==> config.mk <==
export PLATFORM = sky130hd
export DESIGN_NAME = cbt_baud_csi
export DESIGN_NICKNAME = d
export VERILOG_FILES = /design/src/rtl/cbt_pkg.sv /design/src/rtl/cbt_baud_csi.sv /design/src/rtl/cbt_fifo.sv
export SDC_FILE = /design/constraint.sdc
export NUM_CORES = 1
export LEC_CHECK = 0
export BUFFER_PORTS_ARGS = -buffer_cell sky130_fd_sc_hd__buf_2
export CAP_MARGIN = 30
export CORE_MARGIN = 4
export CORE_UTILIZATION = 57
export CTS_CLUSTER_SIZE = 25
export DETAILED_ROUTE_END_ITERATION = 8
export PLACE_DENSITY = 0.76
export SETUP_SLACK_MARGIN = 0.5
export SLEW_MARGIN = 20
export SYNTH_ARGS = -nofsm -noshare
export SYNTH_HDL_FRONTEND = slang
export SYNTH_HIERARCHICAL = 1
export SYNTH_SLANG_ARGS = --single-unit
==> constraint.sdc <==
create_clock -name aclk -period 4.9 [get_ports aclk]
set_clock_uncertainty 0.15 [all_clocks]
set_input_delay 0.49 -clock aclk [delete_from_list [all_inputs] [get_ports aclk]]
set_output_delay 0.49 -clock aclk [all_outputs]
set_load 0.03 [all_outputs]
==> src/rtl/cbt_pkg.sv <==
// Package: register map, field layout and carrier types of the baud/serial block
package cbt_pkg;
	localparam int DW         = 16;
	localparam int FIFO_DEPTH = 8;
	localparam int NGEN       = 3;
	localparam int IDX_W      = 12;

	// Register indices; the byte address is four times the index
	localparam logic [31:0] IDX_CMP1 = 32'h0FFFF321;
	localparam logic [31:0] IDX_CMP2 = 32'h0FFFF325;
	localparam logic [31:0] IDX_CMP3 = 32'hFFFF5329;
	localparam logic [31:0] IDX_SET1 = 32'h0FFFF320;
	localparam logic [31:0] IDX_SET2 = 32'h0FFFF324;
	localparam logic [31:0] IDX_SET3 = 32'h0FFFF328;
	localparam logic [31:0] IDX_CTL0 = 32'h0FFFF300;
	localparam logic [31:0] IDX_CTL1 = 32'h0FFFF301;
	localparam logic [31:0] IDX_CTL2 = 32'h0FFFF302;
	localparam logic [31:0] IDX_STR  = 32'h0FFFF303;
	localparam logic [31:0] IDX_TX   = 32'h0FFFF304;
	localparam logic [31:0] IDX_RX   = 32'h0FFFF305;

	// Reset values
	localparam logic [7:0]  CMP_RST   = 8'h00;
	localparam logic [7:0]  SETUP_RST = 8'h00;
	localparam logic [7:0]  CTL_RST   = 8'h00;
	localparam logic [3:0]  LEN_RST   = 4'h0;
	localparam logic [15:0] TXD_RST   = 16'h0000;

	// Field positions and writable masks
	localparam int          SET_EN     = 4;
	localparam int          SET_CS_LSB = 0;
	localparam logic [7:0]  SETUP_MASK = 8'h13;
	localparam int          C0_PWR     = 7;
	localparam int          C0_TXE     = 6;
	localparam int          C0_RXE     = 5;
	localparam int          C0_DIR     = 4;
	localparam int          C0_TMS     = 1;
	localparam logic [7:0]  CTL0_MASK  = 8'hF2;
	localparam int          C1_CKP     = 4;
	localparam int          C1_DAP     = 3;
	localparam int          C1_CKS_LSB = 0;
	localparam logic [7:0]  CTL1_MASK  = 8'h1F;
	localparam int          STR_BUSY   = 7;
	localparam int          STR_OVR    = 0;
	localparam logic [4:0]  LEN_FULL   = 5'h10;

	localparam logic [1:0]  RESP_OKAY   = 2'h0;
	localparam logic [1:0]  RESP_SLVERR = 2'h2;

	typedef enum logic [3:0] {
		R_NONE = 4'b0000, R_SET1 = 4'b0001, R_SET2 = 4'b0010,
		R_SET3 = 4'b0011, R_CMP1 = 4'b0100, R_CMP2 = 4'b0101,
		R_CMP3 = 4'b0110, R_CTL0 = 4'b0111, R_CTL1 = 4'b1000,
		R_CTL2 = 4'b1001, R_STR  = 4'b1010, R_TX   = 4'b1011,
		R_RX   = 4'b1100
	} cbt_reg_t;

	typedef enum logic [1:0] {
		PH_IDLE  = 2'b00,
		PH_SHIFT = 2'b01,
		PH_TAIL  = 2'b10
	} cbt_phase_t;

	typedef struct packed {
		logic [31:0] awaddr;
		logic        awvalid;
		logic [31:0] wdata;
		logic [3:0]  wstrb;
		logic        wvalid;
		logic        bready;
		logic [31:0] araddr;
		logic        arvalid;
		logic        rready;
	} cbt_axi_req_t;

	typedef struct packed {
		logic        awready;
		logic        wready;
		logic [1:0]  bresp;
		logic        bvalid;
		logic        arready;
		logic [31:0] rdata;
		logic [1:0]  rresp;
		logic        rvalid;
	} cbt_axi_rsp_t;

	typedef struct packed {
		logic sck_out;
		logic sck_oe;
		logic so_out;
		logic so_oe;
	} cbt_pins_t;
endpackage

==> src/rtl/cbt_baud_csi.sv <==
// Baud rate generators, clocked serial engine and AXI4-Lite register file
//
// Design decision made here: the AXI4-Lite slave port.
`timescale 1ns/100ps
// Summary of operation
// [RULE1] Three 8-bit compare registers, reset to zero
// [RULE2] Software keeps compare fixed while generator runs
// [RULE3] Software loads compare before enabling generator
// [RULE4] Count clock is main clock over 2^(k+1)*N
// [RULE5] N equals compare; zero means 256
// [RULE6] Exponent k comes from clock select field
// [RULE7] Software keeps count clock at 8 MHz max
// [RULE8] Software checks overrun flag after DMA completes
// [RULE9] Protected change while powered: power off, reinit
// [RULE10] Software leaves protected fields alone while powered
// [RULE11] Data phase set: busy clears half clock late
// [RULE12] Single mode: transmit writes ignored while busy
// [RULE13] Single receive-only: busy read starts nothing
// [RULE14] Software waits busy low before next single transfer
// [RULE15] Continuous mode preferred, especially with DMA
// [RULE16] Shared input pin: disable unused receiver
// [RULE17] Setup register: enable bit, two-bit clock select
// [RULE18] Disabled generator holds counters, emits no pulses; the code clears the prescaler and count to zero instead
module cbt_baud_csi (
	input  wire logic                   aclk,
	input  wire logic                   aresetn,
	input  wire cbt_pkg::cbt_axi_req_t  axi_req,
	output cbt_pkg::cbt_axi_rsp_t       axi_rsp,
	input  wire logic                   csi_data_in_pin,
	output cbt_pkg::cbt_pins_t          pins,
	output logic                        rx_complete_irq
);
	import cbt_pkg::*;

	typedef struct packed {
		logic [NGEN-1:0][7:0] setup;
		logic [NGEN-1:0][7:0] cmp;
		logic [NGEN-1:0][3:0] pre;
		logic [NGEN-1:0][7:0] cnt;
		logic [NGEN-1:0]      tick;
		logic [7:0]           ctl0;
		logic [7:0]           ctl1;
		logic [3:0]           ctl2;
		logic                 ovr;
		logic                 busy;
		logic [15:0]          txd;
		logic                 txfull;
		logic                 rxgo;
		cbt_phase_t           ph;
		logic                 half;
		logic [4:0]           bits;
		logic [15:0]          sh;
		logic                 smp;
		logic                 push;
		logic [15:0]          pushd;
		logic                 irq;
		logic                 sin_meta;
		logic                 sin;
		logic                 aw_ok;
		logic [31:0]          awaddr;
		logic                 w_ok;
		logic [31:0]          wd;
		logic [3:0]           ws;
		cbt_axi_rsp_t         rsp;
		cbt_pins_t            pins;
	} cbt_st_t;

	cbt_st_t     st;
	cbt_st_t     next_st;
	logic        fifo_in_ready;
	logic        fifo_out_valid;
	logic        fifo_pop;
	logic [15:0] fifo_out_data;
	logic        start;
	logic        ovr_set;
	cbt_reg_t    rd_id;
	cbt_reg_t    wr_id;
	logic        pwr;
	logic        txe;
	logic        rxe;
	logic        dir;
	logic        tms;
	logic        ckp;
	logic        dap;
	logic [2:0]  cks;
	logic [1:0]  sel;
	logic [4:0]  len;
	logic        bt;
	logic        din;
	logic        due;
	logic        rx_block;
	logic [15:0] sh_n;
	logic [15:0] load;

	function automatic cbt_reg_t decode(input logic [31:0] a);
		logic [IDX_W-1:0] i;
		i = a[IDX_W+1:2];
		if (i == IDX_SET1[IDX_W-1:0]) return R_SET1;
		if (i == IDX_SET2[IDX_W-1:0]) return R_SET2;
		if (i == IDX_SET3[IDX_W-1:0]) return R_SET3;
		if (i == IDX_CMP1[IDX_W-1:0]) return R_CMP1;
		if (i == IDX_CMP2[IDX_W-1:0]) return R_CMP2;
		if (i == IDX_CMP3[IDX_W-1:0]) return R_CMP3;
		if (i == IDX_CTL0[IDX_W-1:0]) return R_CTL0;
		if (i == IDX_CTL1[IDX_W-1:0]) return R_CTL1;
		if (i == IDX_CTL2[IDX_W-1:0]) return R_CTL2;
		if (i == IDX_STR[IDX_W-1:0])  return R_STR;
		if (i == IDX_TX[IDX_W-1:0])   return R_TX;
		if (i == IDX_RX[IDX_W-1:0])   return R_RX;
		return R_NONE;
	endfunction

	function automatic logic out_bit(input logic [15:0] s, input logic lsb);
		return lsb ? s[0] : s[15];
	endfunction

	function automatic logic [15:0] shift_in(input logic [15:0] s,
		input logic d, input logic lsb);
		return lsb ? {d, s[15:1]} : {s[14:0], d};
	endfunction

	cbt_fifo #(
		.WIDTH (DW),
		.DEPTH (FIFO_DEPTH)
	) u_rx_fifo (
		.aclk      (aclk),
		.aresetn   (aresetn),
		.in_valid  (st.push),
		.in_ready  (fifo_in_ready),
		.in_data   (st.pushd),
		.out_valid (fifo_out_valid),
		.out_ready (fifo_pop),
		.out_data  (fifo_out_data)
	);

	assign pwr = st.ctl0[C0_PWR];
	assign txe = st.ctl0[C0_TXE];
	assign rxe = st.ctl0[C0_RXE];
	assign dir = st.ctl0[C0_DIR];
	assign tms = st.ctl0[C0_TMS];
	assign ckp = st.ctl1[C1_CKP];
	assign dap = st.ctl1[C1_DAP];
	assign cks = st.ctl1[C1_CKS_LSB +: 3];
	// Codes above the third generator fall back to the last one
	assign sel = (cks < 3'h3) ? cks[1:0] : 2'h2;
	assign len = (st.ctl2 == 4'h0) ? LEN_FULL : {1'b0, st.ctl2};
	assign bt  = st.tick[sel];
	assign din = st.sin;
	assign load = dir ? st.txd : st.txd << (LEN_FULL - len);

	always_comb begin
		next_st = st;
		start = 1'b0;
		ovr_set = 1'b0;
		due = 1'b0;
		sh_n = st.sh;
		fifo_pop = 1'b0;
		rd_id = decode(axi_req.araddr);
		wr_id = decode(st.awaddr);
		next_st.sin_meta = csi_data_in_pin;
		next_st.sin = st.sin_meta;

		for (int i = 0; i < NGEN; i++) begin
			next_st.tick[i] = 1'b0;
			if (!st.setup[i][SET_EN]) begin
				next_st.pre[i] = 4'h0; // [RULE18]
				next_st.cnt[i] = 8'h00; // [RULE18]
			end else if ({1'b0, st.pre[i]} == (5'h02 <<
				st.setup[i][SET_CS_LSB +: 2]) - 5'h01) begin // [RULE4] [RULE6]
				next_st.pre[i] = 4'h0;
				// Compare of zero wraps to 255, a divide by 256
				if (st.cnt[i] == st.cmp[i] - 8'h01) begin // [RULE5]
					next_st.cnt[i] = 8'h00;
					next_st.tick[i] = 1'b1;
				end else begin
					next_st.cnt[i] = st.cnt[i] + 8'h01;
				end
			end else begin
				next_st.pre[i] = st.pre[i] + 4'h1;
			end
		end

		// Hold off a start while the FIFO cannot take the result
		rx_block = rxe && (!fifo_in_ready || st.push);
		next_st.push = 1'b0;
		next_st.irq = 1'b0;
		next_st.pins.sck_oe = pwr;
		next_st.pins.so_oe = pwr;
		if (!pwr) begin
			next_st.ph = PH_IDLE;
			next_st.busy = 1'b0;
			next_st.txfull = 1'b0;
			next_st.rxgo = 1'b0;
			next_st.pins.sck_out = ~ckp;
			next_st.pins.so_out = 1'b0;
		end else begin
			unique case (st.ph)
				PH_IDLE: begin
					next_st.pins.sck_out = ~ckp;
					due = (txe && st.txfull) ||
						(!txe && rxe && (tms || st.rxgo));
					if (due && rx_block) begin
						// A push in flight only delays; overrun needs a full FIFO
						ovr_set = tms && !fifo_in_ready;
					end else if (due) begin
						start = 1'b1;
						next_st.busy = 1'b1;
						next_st.txfull = 1'b0;
						next_st.rxgo = 1'b0;
						next_st.half = 1'b0;
						next_st.bits = 5'h00;
						next_st.sh = load;
						next_st.ph = PH_SHIFT;
						if (!dap) begin
							next_st.pins.so_out = out_bit(load, dir);
						end
					end
				end
				PH_SHIFT: begin
					if (bt) begin
						next_st.pins.sck_out = ~st.pins.sck_out;
						next_st.half = ~st.half;
						if (!st.half) begin
							next_st.smp = din;
							if (dap) begin
								next_st.pins.so_out = out_bit(st.sh, dir);
							end
						end else begin
							sh_n = shift_in(st.sh, dap ? din : st.smp, dir);
							next_st.sh = sh_n;
							next_st.bits = st.bits + 5'h01;
							if (!dap) begin
								next_st.pins.so_out = out_bit(sh_n, dir);
							end
							if (st.bits == len - 5'h01) begin
								next_st.irq = 1'b1;
								next_st.push = rxe;
								next_st.pushd = dir ? sh_n >> (LEN_FULL - len) :
									sh_n & 16'(17'h1FFFF >> (5'h11 - len));
								next_st.ph = dap ? PH_TAIL : PH_IDLE; // [RULE11]
								next_st.busy = dap; // [RULE11]
							end
						end
					end
				end
				PH_TAIL: begin
					if (bt) begin
						next_st.busy = 1'b0; // [RULE11]
						next_st.ph = PH_IDLE;
					end
				end
				default: begin
					next_st.ph = PH_IDLE;
				end
			endcase
		end

		if (!st.aw_ok && axi_req.awvalid) begin
			next_st.aw_ok = 1'b1;
			next_st.awaddr = axi_req.awaddr;
		end
		if (!st.w_ok && axi_req.wvalid) begin
			next_st.w_ok = 1'b1;
			next_st.wd = axi_req.wdata;
			next_st.ws = axi_req.wstrb;
		end
		if (st.aw_ok && st.w_ok && !st.rsp.bvalid) begin
			next_st.aw_ok = 1'b0;
			next_st.w_ok = 1'b0;
			next_st.rsp.bvalid = 1'b1;
			next_st.rsp.bresp = (wr_id == R_NONE) ? RESP_SLVERR : RESP_OKAY;
			unique case (wr_id)
				R_SET1, R_SET2, R_SET3: begin
					if (st.ws[0]) begin
						next_st.setup[2'(wr_id - R_SET1)] =
							st.wd[7:0] & SETUP_MASK; // [RULE17]
					end
				end
				R_CMP1, R_CMP2, R_CMP3: begin
					if (st.ws[0]) begin
						next_st.cmp[2'(wr_id - R_CMP1)] = st.wd[7:0]; // [RULE1]
					end
				end
				R_CTL0: begin
					if (st.ws[0]) begin
						next_st.ctl0 = st.wd[7:0] & CTL0_MASK;
					end
				end
				R_CTL1: begin
					if (st.ws[0]) begin
						next_st.ctl1 = st.wd[7:0] & CTL1_MASK;
					end
				end
				R_CTL2: begin
					if (st.ws[0]) begin
						next_st.ctl2 = st.wd[3:0];
					end
				end
				R_STR: begin
					if (st.ws[0] && !st.wd[STR_OVR]) begin
						next_st.ovr = 1'b0;
					end
				end
				R_TX: begin
					// Single mode drops data written during a transfer
					if (tms || (!st.busy && !start)) begin // [RULE12]
						if (st.ws[0]) begin
							next_st.txd[7:0] = st.wd[7:0];
						end
						if (st.ws[1]) begin
							next_st.txd[15:8] = st.wd[15:8];
						end
						next_st.txfull = 1'b1;
					end
				end
				R_RX, R_NONE: begin
				end
			endcase
		end else if (st.rsp.bvalid && axi_req.bready) begin
			next_st.rsp.bvalid = 1'b0;
		end
		// Set wins over a software clear in the same cycle
		if (ovr_set) begin
			next_st.ovr = 1'b1;
		end
		next_st.rsp.awready = !next_st.aw_ok;
		next_st.rsp.wready = !next_st.w_ok;

		if (axi_req.arvalid && st.rsp.arready) begin
			next_st.rsp.rvalid = 1'b1;
			next_st.rsp.rresp = (rd_id == R_NONE) ? RESP_SLVERR : RESP_OKAY;
			next_st.rsp.rdata = 32'h00000000;
			unique case (rd_id)
				R_SET1, R_SET2, R_SET3: begin
					next_st.rsp.rdata[7:0] = st.setup[2'(rd_id - R_SET1)];
				end
				R_CMP1, R_CMP2, R_CMP3: begin
					next_st.rsp.rdata[7:0] = st.cmp[2'(rd_id - R_CMP1)];
				end
				R_CTL0: next_st.rsp.rdata[7:0] = st.ctl0;
				R_CTL1: next_st.rsp.rdata[7:0] = st.ctl1;
				R_CTL2: next_st.rsp.rdata[3:0] = st.ctl2;
				R_STR: begin
					next_st.rsp.rdata[STR_BUSY] = st.busy;
					next_st.rsp.rdata[STR_OVR] = st.ovr;
				end
				R_TX: next_st.rsp.rdata[15:0] = st.txd;
				R_RX: begin
					next_st.rsp.rdata[15:0] = fifo_out_valid ?
						fifo_out_data : 16'h0000;
					fifo_pop = fifo_out_valid;
					// A read while busy never queues a receive-only start
					if (!tms && !txe && rxe && !st.busy && !start) begin // [RULE13]
						next_st.rxgo = 1'b1;
					end
				end
				R_NONE: begin
				end
			endcase
		end else if (st.rsp.rvalid && axi_req.rready) begin
			next_st.rsp.rvalid = 1'b0;
		end
		next_st.rsp.arready = !next_st.rsp.rvalid;
	end

	always_ff @(posedge aclk) begin
		if (!aresetn) begin
			st <= '0;
			st.setup <= {NGEN{SETUP_RST}};
			st.cmp <= {NGEN{CMP_RST}}; // [RULE1]
			st.ctl0 <= CTL_RST;
			st.ctl1 <= CTL_RST;
			st.ctl2 <= LEN_RST;
			st.txd <= TXD_RST;
			st.ph <= PH_IDLE;
			st.rsp.awready <= 1'b1;
			st.rsp.wready <= 1'b1;
			st.rsp.arready <= 1'b1;
			st.pins.sck_out <= 1'b1;
		end else begin
			st <= next_st;
		end
	end

	assign axi_rsp = st.rsp;
	assign pins = st.pins;
	assign rx_complete_irq = st.irq;

	cmp_reset_a: assert property (@(posedge aclk) // [RULE1]
		!aresetn |=> st.cmp == '0 && st.setup == '0)
		else $error("compare or setup not zero after reset");
	gen_hold_a: assert property (@(posedge aclk) disable iff (!aresetn) // [RULE18]
		!st.setup[0][SET_EN] |=> st.pre[0] == 4'h0 && st.cnt[0] == 8'h00
		&& !st.tick[0])
		else $error("disabled generator still counting");
	prescale_range_a: assert property (@(posedge aclk) // [RULE4] [RULE6]
		disable iff (!aresetn)
		st.setup[0][SET_EN] && $stable(st.setup[0]) |->
		{1'b0, st.pre[0]} < (5'h02 << st.setup[0][SET_CS_LSB +: 2]))
		else $error("prescaler exceeded its power-of-two range");
	divisor_wrap_a: assert property (@(posedge aclk) // [RULE5]
		disable iff (!aresetn)
		st.tick[0] && $past(st.tick[0]) == 1'b0 |->
		$past(st.cnt[0]) == 8'($past(st.cmp[0]) - 8'h01))
		else $error("count clock pulse not at compare value");
	setup_mask_a: assert property (@(posedge aclk) disable iff (!aresetn) // [RULE17]
		(st.setup[1] & ~SETUP_MASK) == 8'h00)
		else $error("setup register holds unused bits");
	busy_tail_a: assert property (@(posedge aclk) disable iff (!aresetn) // [RULE11]
		st.irq |-> st.busy == st.ctl1[C1_DAP] && (st.busy ? st.ph == PH_TAIL
		: st.ph == PH_IDLE))
		else $error("busy flag wrong at reception complete");
	tx_ignore_a: assert property (@(posedge aclk) disable iff (!aresetn) // [RULE12]
		st.aw_ok && st.w_ok && !st.rsp.bvalid && wr_id == R_TX && !tms
		&& st.busy |=> st.txd == $past(st.txd) && !st.txfull)
		else $error("transmit write accepted while busy");
	rx_nostart_a: assert property (@(posedge aclk) disable iff (!aresetn) // [RULE13]
		axi_req.arvalid && st.rsp.arready && rd_id == R_RX && !tms && !txe
		&& st.busy |=> !st.rxgo ##1 !start)
		else $error("receive read while busy started a transfer");
endmodule

==> src/rtl/cbt_fifo.sv <==
// Receive FIFO with valid/ready on both sides
`timescale 1ns/100ps
module cbt_fifo #(
	parameter int WIDTH = cbt_pkg::DW,
	parameter int DEPTH = cbt_pkg::FIFO_DEPTH
) (
	input  wire logic             aclk,
	input  wire logic             aresetn,
	input  wire logic             in_valid,
	output logic                  in_ready,
	input  wire logic [WIDTH-1:0] in_data,
	output logic                  out_valid,
	input  wire logic             out_ready,
	output logic [WIDTH-1:0]      out_data
);
	import cbt_pkg::*;
	localparam int AW = $clog2(DEPTH);

	typedef struct packed {
		logic [DEPTH-1:0][WIDTH-1:0] mem;
		logic [AW-1:0]               wp;
		logic [AW-1:0]               rp;
		logic [AW:0]                 cnt;
	} cbt_fifo_st_t;

	cbt_fifo_st_t st;
	cbt_fifo_st_t next_st;
	logic         push;
	logic         pop;

	assign in_ready  = st.cnt != (AW+1)'(DEPTH);
	assign out_valid = st.cnt != '0;
	assign out_data  = st.mem[st.rp];
	assign push      = in_valid && in_ready;
	assign pop       = out_valid && out_ready;

	always_comb begin
		next_st = st;
		if (push) begin
			next_st.mem[st.wp] = in_data;
			next_st.wp = (st.wp == AW'(DEPTH - 1)) ? '0 : st.wp + AW'(1);
		end
		if (pop) begin
			next_st.rp = (st.rp == AW'(DEPTH - 1)) ? '0 : st.rp + AW'(1);
		end
		next_st.cnt = st.cnt + (AW+1)'(push) - (AW+1)'(pop);
	end

	always_ff @(posedge aclk) begin
		if (!aresetn) begin
			st <= '0;
		end else begin
			st <= next_st;
		end
	end
endmodule

* Word-level counts from Yosys, hierarchy flattened
Index checks and enable logic that the tools add are counted.
** Cells by class
- Equal/unequal tests :: 70
- Bitwise operators :: 8
- $lt $le $gt $ge :: 11
- Reduce and logical (&&, ||, !) cells :: 83
- Add/subtract/negate cells :: 24
- Mux-type cells :: 342
- Shift operators :: 6
** Operator list (number)
- 2-to-1 mux 4 bit :: 85
- equality test 12 x 10 -> 1 bit, second input constant :: 24
- 2-to-1 mux 1 bit :: 205
- bitwise mux 128 bit :: 1
- 2-to-1 mux 16 bit :: 6
- 2-to-1 mux 8 bit :: 7
- 2-to-1 mux 26 bit :: 2
- binary-select mux 16 bit (select 3 bit) :: 1
- bitwise mux 24 bit :: 2
- demux 16 bit (select 3 bit) :: 1
- case mux 22 bit (2 select lines) :: 1
- 2-to-1 mux 43 bit :: 1
- 2-to-1 mux 37 bit :: 1
- equality test 4 bit, second input constant :: 9
- 2-to-1 mux 18 bit :: 2
- 2-to-1 mux 33 bit :: 1
- binary-select mux 8 bit (select 2 bit) :: 2
- demux 8 bit (select 2 bit) :: 2
- equality test 4 x 3 -> 1 bit, second input constant :: 8
- AND reduction 3 bit :: 9
- adder 8 x 1 -> 8 bit, second input constant :: 3
- equality test 8 bit :: 3
- logical AND 1 bit :: 24
- subtractor 8 x 1 -> 8 bit, second input constant :: 3
- other kinds (56) :: 141
** Word-level totals
- Bits in registers :: 402
- Output and inout bits :: 46
- Bits of input ports :: 108
- Logic and storage cells :: 605

* Longest topological paths before layout
- Depth after elaboration :: 86
- Depth in mapped cells :: 18
- Mapped depth without buffers :: 15

* By module
The synthesis kept the hierarchy.
** By module, submodules not included
- cbt_baud_csi :: cells each 1576, times used 1, sequential area each 4184.0 µm², area each 12625.9 µm²
- cbt_fifo :: cells each 564, times used 1, sequential area each 2762.6 µm², area each 6223.5 µm²

* Least setup slack after synthesis
Ideal clock, no wire load.
- Path kind :: input port to flip-flop
- From :: input port axi_req[11] in the netlist's numbering
- To :: register u_rx_fifo/st[2] in the netlist's numbering
- Cell stages on the path :: 18
- Required time :: 4.635 ns
- Setup time :: 0.115 ns
- Arrival time :: 3.687 ns
- Path slack :: 0.948 ns
- Cell sequence :: or3_1 > or2_0 > buf_2 > a21oi_2 > inv_1 > buf_2 > ha_1 > nand2_1 > nor3_1 > and2_1 > clkbuf_1 > ha_1 > inv_1 > ha_1 > inv_1 > fa_1 > xnor2_1 > and2_1
** Between the ends
- Longest elaborated chain between the ends :: 46
- Elaborated cells on any way between the ends :: 135
- Classes of those cells :: 1 x add/sub; 13 x eq/ne; 120 x mux; 1 x reduce/logical
** Ends and longest elaborated chain
- start: declaration :: RTL line cbt_baud_csi.sv:27 : input wire cbt_pkg::cbt_axi_req_t axi_req,
- equality test 12 x 10 -> 1 bit :: RTL line cbt_baud_csi.sv:99 : if (i == IDX_SET2[IDX_W-1:0]) return R_SET2;
- 2-to-1 mux 4 bit :: RTL line cbt_baud_csi.sv:99
- 2-to-1 mux 4 bit :: RTL line cbt_baud_csi.sv:100 : if (i == IDX_SET3[IDX_W-1:0]) return R_SET3;
- 2-to-1 mux 4 bit :: RTL line cbt_baud_csi.sv:101 : if (i == IDX_CMP1[IDX_W-1:0]) return R_CMP1;
- 2-to-1 mux 4 bit (2 in a row) :: RTL line cbt_baud_csi.sv:102 : if (i == IDX_CMP2[IDX_W-1:0]) return R_CMP2;
- 2-to-1 mux 4 bit :: RTL line cbt_baud_csi.sv:101
- 2-to-1 mux 4 bit :: RTL line cbt_baud_csi.sv:100
- 2-to-1 mux 4 bit :: RTL line cbt_baud_csi.sv:99
- (+31 left out)
- 2-to-1 mux 4 bit * :: RTL line cbt_baud_csi.sv:99
- equality test 4 bit * :: RTL line cbt_baud_csi.sv:333 : unique case (rd_id)
- 2-to-1 mux 1 bit * :: RTL line cbt_baud_csi.sv:333
- 2-to-1 mux 1 bit * :: RTL line cbt_baud_csi.sv:329 : if (axi_req.arvalid && st.rsp.arready) begin
- net fifo_pop :: RTL line cbt_baud_csi.sv:72 : logic fifo_pop;
- logical AND 1 bit * :: RTL line cbt_fifo.sv:35 : assign pop = out_valid && out_ready;
- net u_rx_fifo.pop :: RTL line cbt_fifo.sv:29 : logic pop;
- subtractor 4 x 1 -> 4 bit * :: RTL line cbt_fifo.sv:46 : next_st.cnt = st.cnt + (AW+1)'(push) - (AW+1)'(pop);
- end signal: assignment :: RTL line cbt_fifo.sv:53 : st <= next_st;
- end: declaration :: RTL line cbt_fifo.sv:26 : cbt_fifo_st_t st;
Mark *: on every way through the listed nets, which the timed path passes. The rest lies on a longest branch. The select of a mux whose other input is x is not followed.
A chain may end at the register's enable or synchronous reset.

==> metrics.txt <==
clk_lat worst skew 0.53 ns; iteration count of the initial detailed-routing pass 8; count of cell instances traversed by the critical path 13; pre-CTS setup slack 0.911 ns; routability cong. 0.971; main area contributors after synthesis sky130_fd_sc_hd__dfxtp_1 (37%), sky130_fd_sc_hd__mux2i_1 (11%), sky130_fd_sc_hd__nand2_1 (6.8%); x dimension of the die 190 um; number of remaining DRC errors 0; Comb power frac 3.3%; clk root buf sky130_fd_sc_hd__clkbuf_16; Cell variety after synth 96; crit path launch st[180]; antenna violations before repair 2; number of nets in the final layout 2268; via count of the first global-routing pass 15.1k; kind of cell with the highest combined delay on the critical path simple AND/OR/NAND/NOR gates; number of levels the H-tree was split into 2; WP data arrival 4.33 ns; Clk pwr share 48.5%; post-detailed-route count of antenna-violating nets 0; final setup TNS 0 ns; switch share 22.2%; Internal 4.64 mW; Hold Violations, Final 0; top achievable clock speed 245 MHz; Slew HR 35.6%; I/O pin count 154; highest-count cells in the layout ignoring fill and taps sky130_fd_sc_hd__dfxtp_1 (345), sky130_fd_sc_hd__nand2_1 (342), sky130_fd_sc_hd__mux2i_1 (208), sky130_fd_sc_hd__nor2_1 (160), sky130_fd_sc_hd__a21oi_1 (131); number of buffers added by the clock tree synthesis step 38; routed wirelength normalized by instance count 19.5 um; die area 0.0360 mm2; final period utilization 83.2%; design area 0.0205 mm2; most frequent standard cell in the layout excluding fill and tap cells sky130_fd_sc_hd__dfxtp_1; share of synthesized registers carrying an async set or reset 0%; CTS sink cnt 347; max-slew violations 0; Pleak 7.83 nW; terminus of the critical flop-to-flop path st[118]; half-perimeter wire length after placement 36.4 mm; WP buf/inv 3; placeable core region 0.0326 mm2; endpoint class of the critical path flop; Post-Place Cell Area 0.0192 mm2; number of buffers inserted by post-CTS setup repair 0; register bit count reported by yosys 347; relative area change from synthesis to final layout 8.60%; startpoint kind of the worst setup timing path flop; critical path cell sequence inv_1 > ha_1 > or3b_1 > nand2_1 > ha_1 > inv_1 > a311oi_1 > o311ai_1 > nor4_4 > buf_4 > o311ai_0 > a31oi_1 > a21oi_1; sw power 1.32 mW; required time worst endpoint 5.16 ns; Pwr per Cell Area 291 mW/mm2; number of gates resized after CTS 0; GRT Resource Usage Total 27.7%; CTS tree done; Worst Setup Slack, final 0.821 ns; CTS Buffer Depth 3; sum of internal, switching and leakage power 5.96 mW; final hold slack 0.0404 ns; DRT Wirelength 50.7 mm; pin count of the biggest net entering global routing 139; proportion of synthesized chip area in sequential cells 36.9%; share of power burned in registers 48.2%; Worst Hold Class primary input to flop; Worst Reg2Reg Path Length in Cells 13; hold buffer count at CTS 0; maximum fanout encountered on the critical timing path 34; final worst path period need 4.08 ns; cell taking the most area after synthesis sky130_fd_sc_hd__dfxtp_1; setup slack, reg-to-reg 0.82 ns; unrepaired setup endpoints after global routing no; crit-path max cell delay 0.59 ns; fraction of final layout cells with drive strength greater than 1 13.1%; count of buffers from port buffering 77; count of flip-flops with a built-in enable after synthesis 0; portion of synthesized cell area occupied by the leading cell type 36.9%; cell type of the slowest stage on the worst timing path sky130_fd_sc_hd__or3b_1; worst voltage drop across the vdd grid 0.000278 V; global-route wire length before repair 81.7 mm; cell area after synthesis 0.0188 mm2; row count 66; average instance area after synthesis 8.81 um2; Worst Tran Pin Value 0.959 ns; Critical Path Sink st[118]; most used flip-flop cell after synthesis sky130_fd_sc_hd__dfxtp_1; Critical R2R Launch st[180]; number of violations reported at the end of detailed-routing iteration 0 1606; cells after synthesis 2140; number of max-cap violations 0; Die Span Y 190 um; Vias 15.8k; clock slew at reported path FFs 0.06 ns; final setup violating endpoints 0; run status completed; start-to-end type of the worst setup path flop to flop; Overflow after GRT 0; Synth Warn # 6; number of fill cells 2719; starting density of the core 57.8%; vias per inst 6.09
[cells by family after synthesis]
logic type,synth area share [%]
fa+ha+maj,2.16
compound gates,13.2
buf+inv,6.29
other cells,0.0199
simple gates,19.6
mux,18.5
flops,36.9
xor+xnor,3.39
[synth_stat cells, drive strengths merged, types with 44 or more instances]
library cell  count
dfxtp           347
nand2           343
mux2i           208
nor2            164
a21oi           132
buf              96
o21ai            96
clkbuf           84
nand3            70
mux4             47
inv              44
xnor2            44
[state kept, by name, summed over array words and instances, names as in the netlist]
signal,flops
cks,3
dir,1
u_rx_fifo/st,138
axi_rsp,23
next_st,2
din,1
rx_complete_irq,1
st,172
ckp,1
pins,3
dap,1
rxe,1
[how the worst min path moves through the flow]
stage | startpoint | to | slack (ns) | cells past startpoint
2_1_floorplan | next_st[115] | din | 0.26 | 1
3_3_place_gp | next_st[115] | din | 0.27 | 1
3_5_place_dp | next_st[115] | din | 0.28 | 1
4_1_cts | csi_data_in_pin | next_st[115] | 0.02 | 2
5_1_grt | axi_req[82] | st[91] | 0.03 | 3
6_report | axi_req[84] | st[93] | 0.04 | 3
[cell type report]
cell class	instances	area (um2)	area share [%]
repair buffers	111	706	3.45
clock buffers	50	1060	5.16
multi-input cells	1585	10800	52.9
well taps	442	553	2.70
clock inverters	15	208	1.01
inverters	45	169	0.825
diodes	2	5.00	0.0244
flip-flops and latches	347	6950	33.9
[power groups by stage]
stage / sequential [mW] / clock [mW] / combinational [mW]
after floorplan: 2.92 / 0 / 0.173
after global placement: 2.93 / 0 / 0.192
after detailed placement: 2.94 / 0 / 0.196
after CTS: 2.87 / 2.94 / 0.197
after global routing: 2.88 / 3.06 / 0.219
final: 2.87 / 2.89 / 0.198
[worst reg2reg max path, delay by kind of cell (launching register included)]
kind | cells | cell delay, ns
AO/OA/AOI/OAI | 5 | 1.00
buffers and inverters | 3 | 0.77
flip-flops | 1 | 0.31
AND/OR/NAND/NOR | 3 | 1.07
adder cells (fa/ha/maj) | 2 | 0.66
[metal layers]
metal / track usage, % / routed length (um) / vias up
li1: - / - / 7512
met1: 39.4 / 22500 / 7622
met2: 43.7 / 23000 / 588
met3: 4.83 / 3990 / 88
met4: 7.46 / 1160 / 0
met5: 0 / 0 / -
[through the flow]
stage	cells	utilization (%)
floorplan	2157	-
global placement	2523	58.6
detailed placement	2528	58.8
CTS	2593	62.7
global route	2597	62.8
finish	2597	62.8
Note: power is estimated with default switching activity, not from simulation.
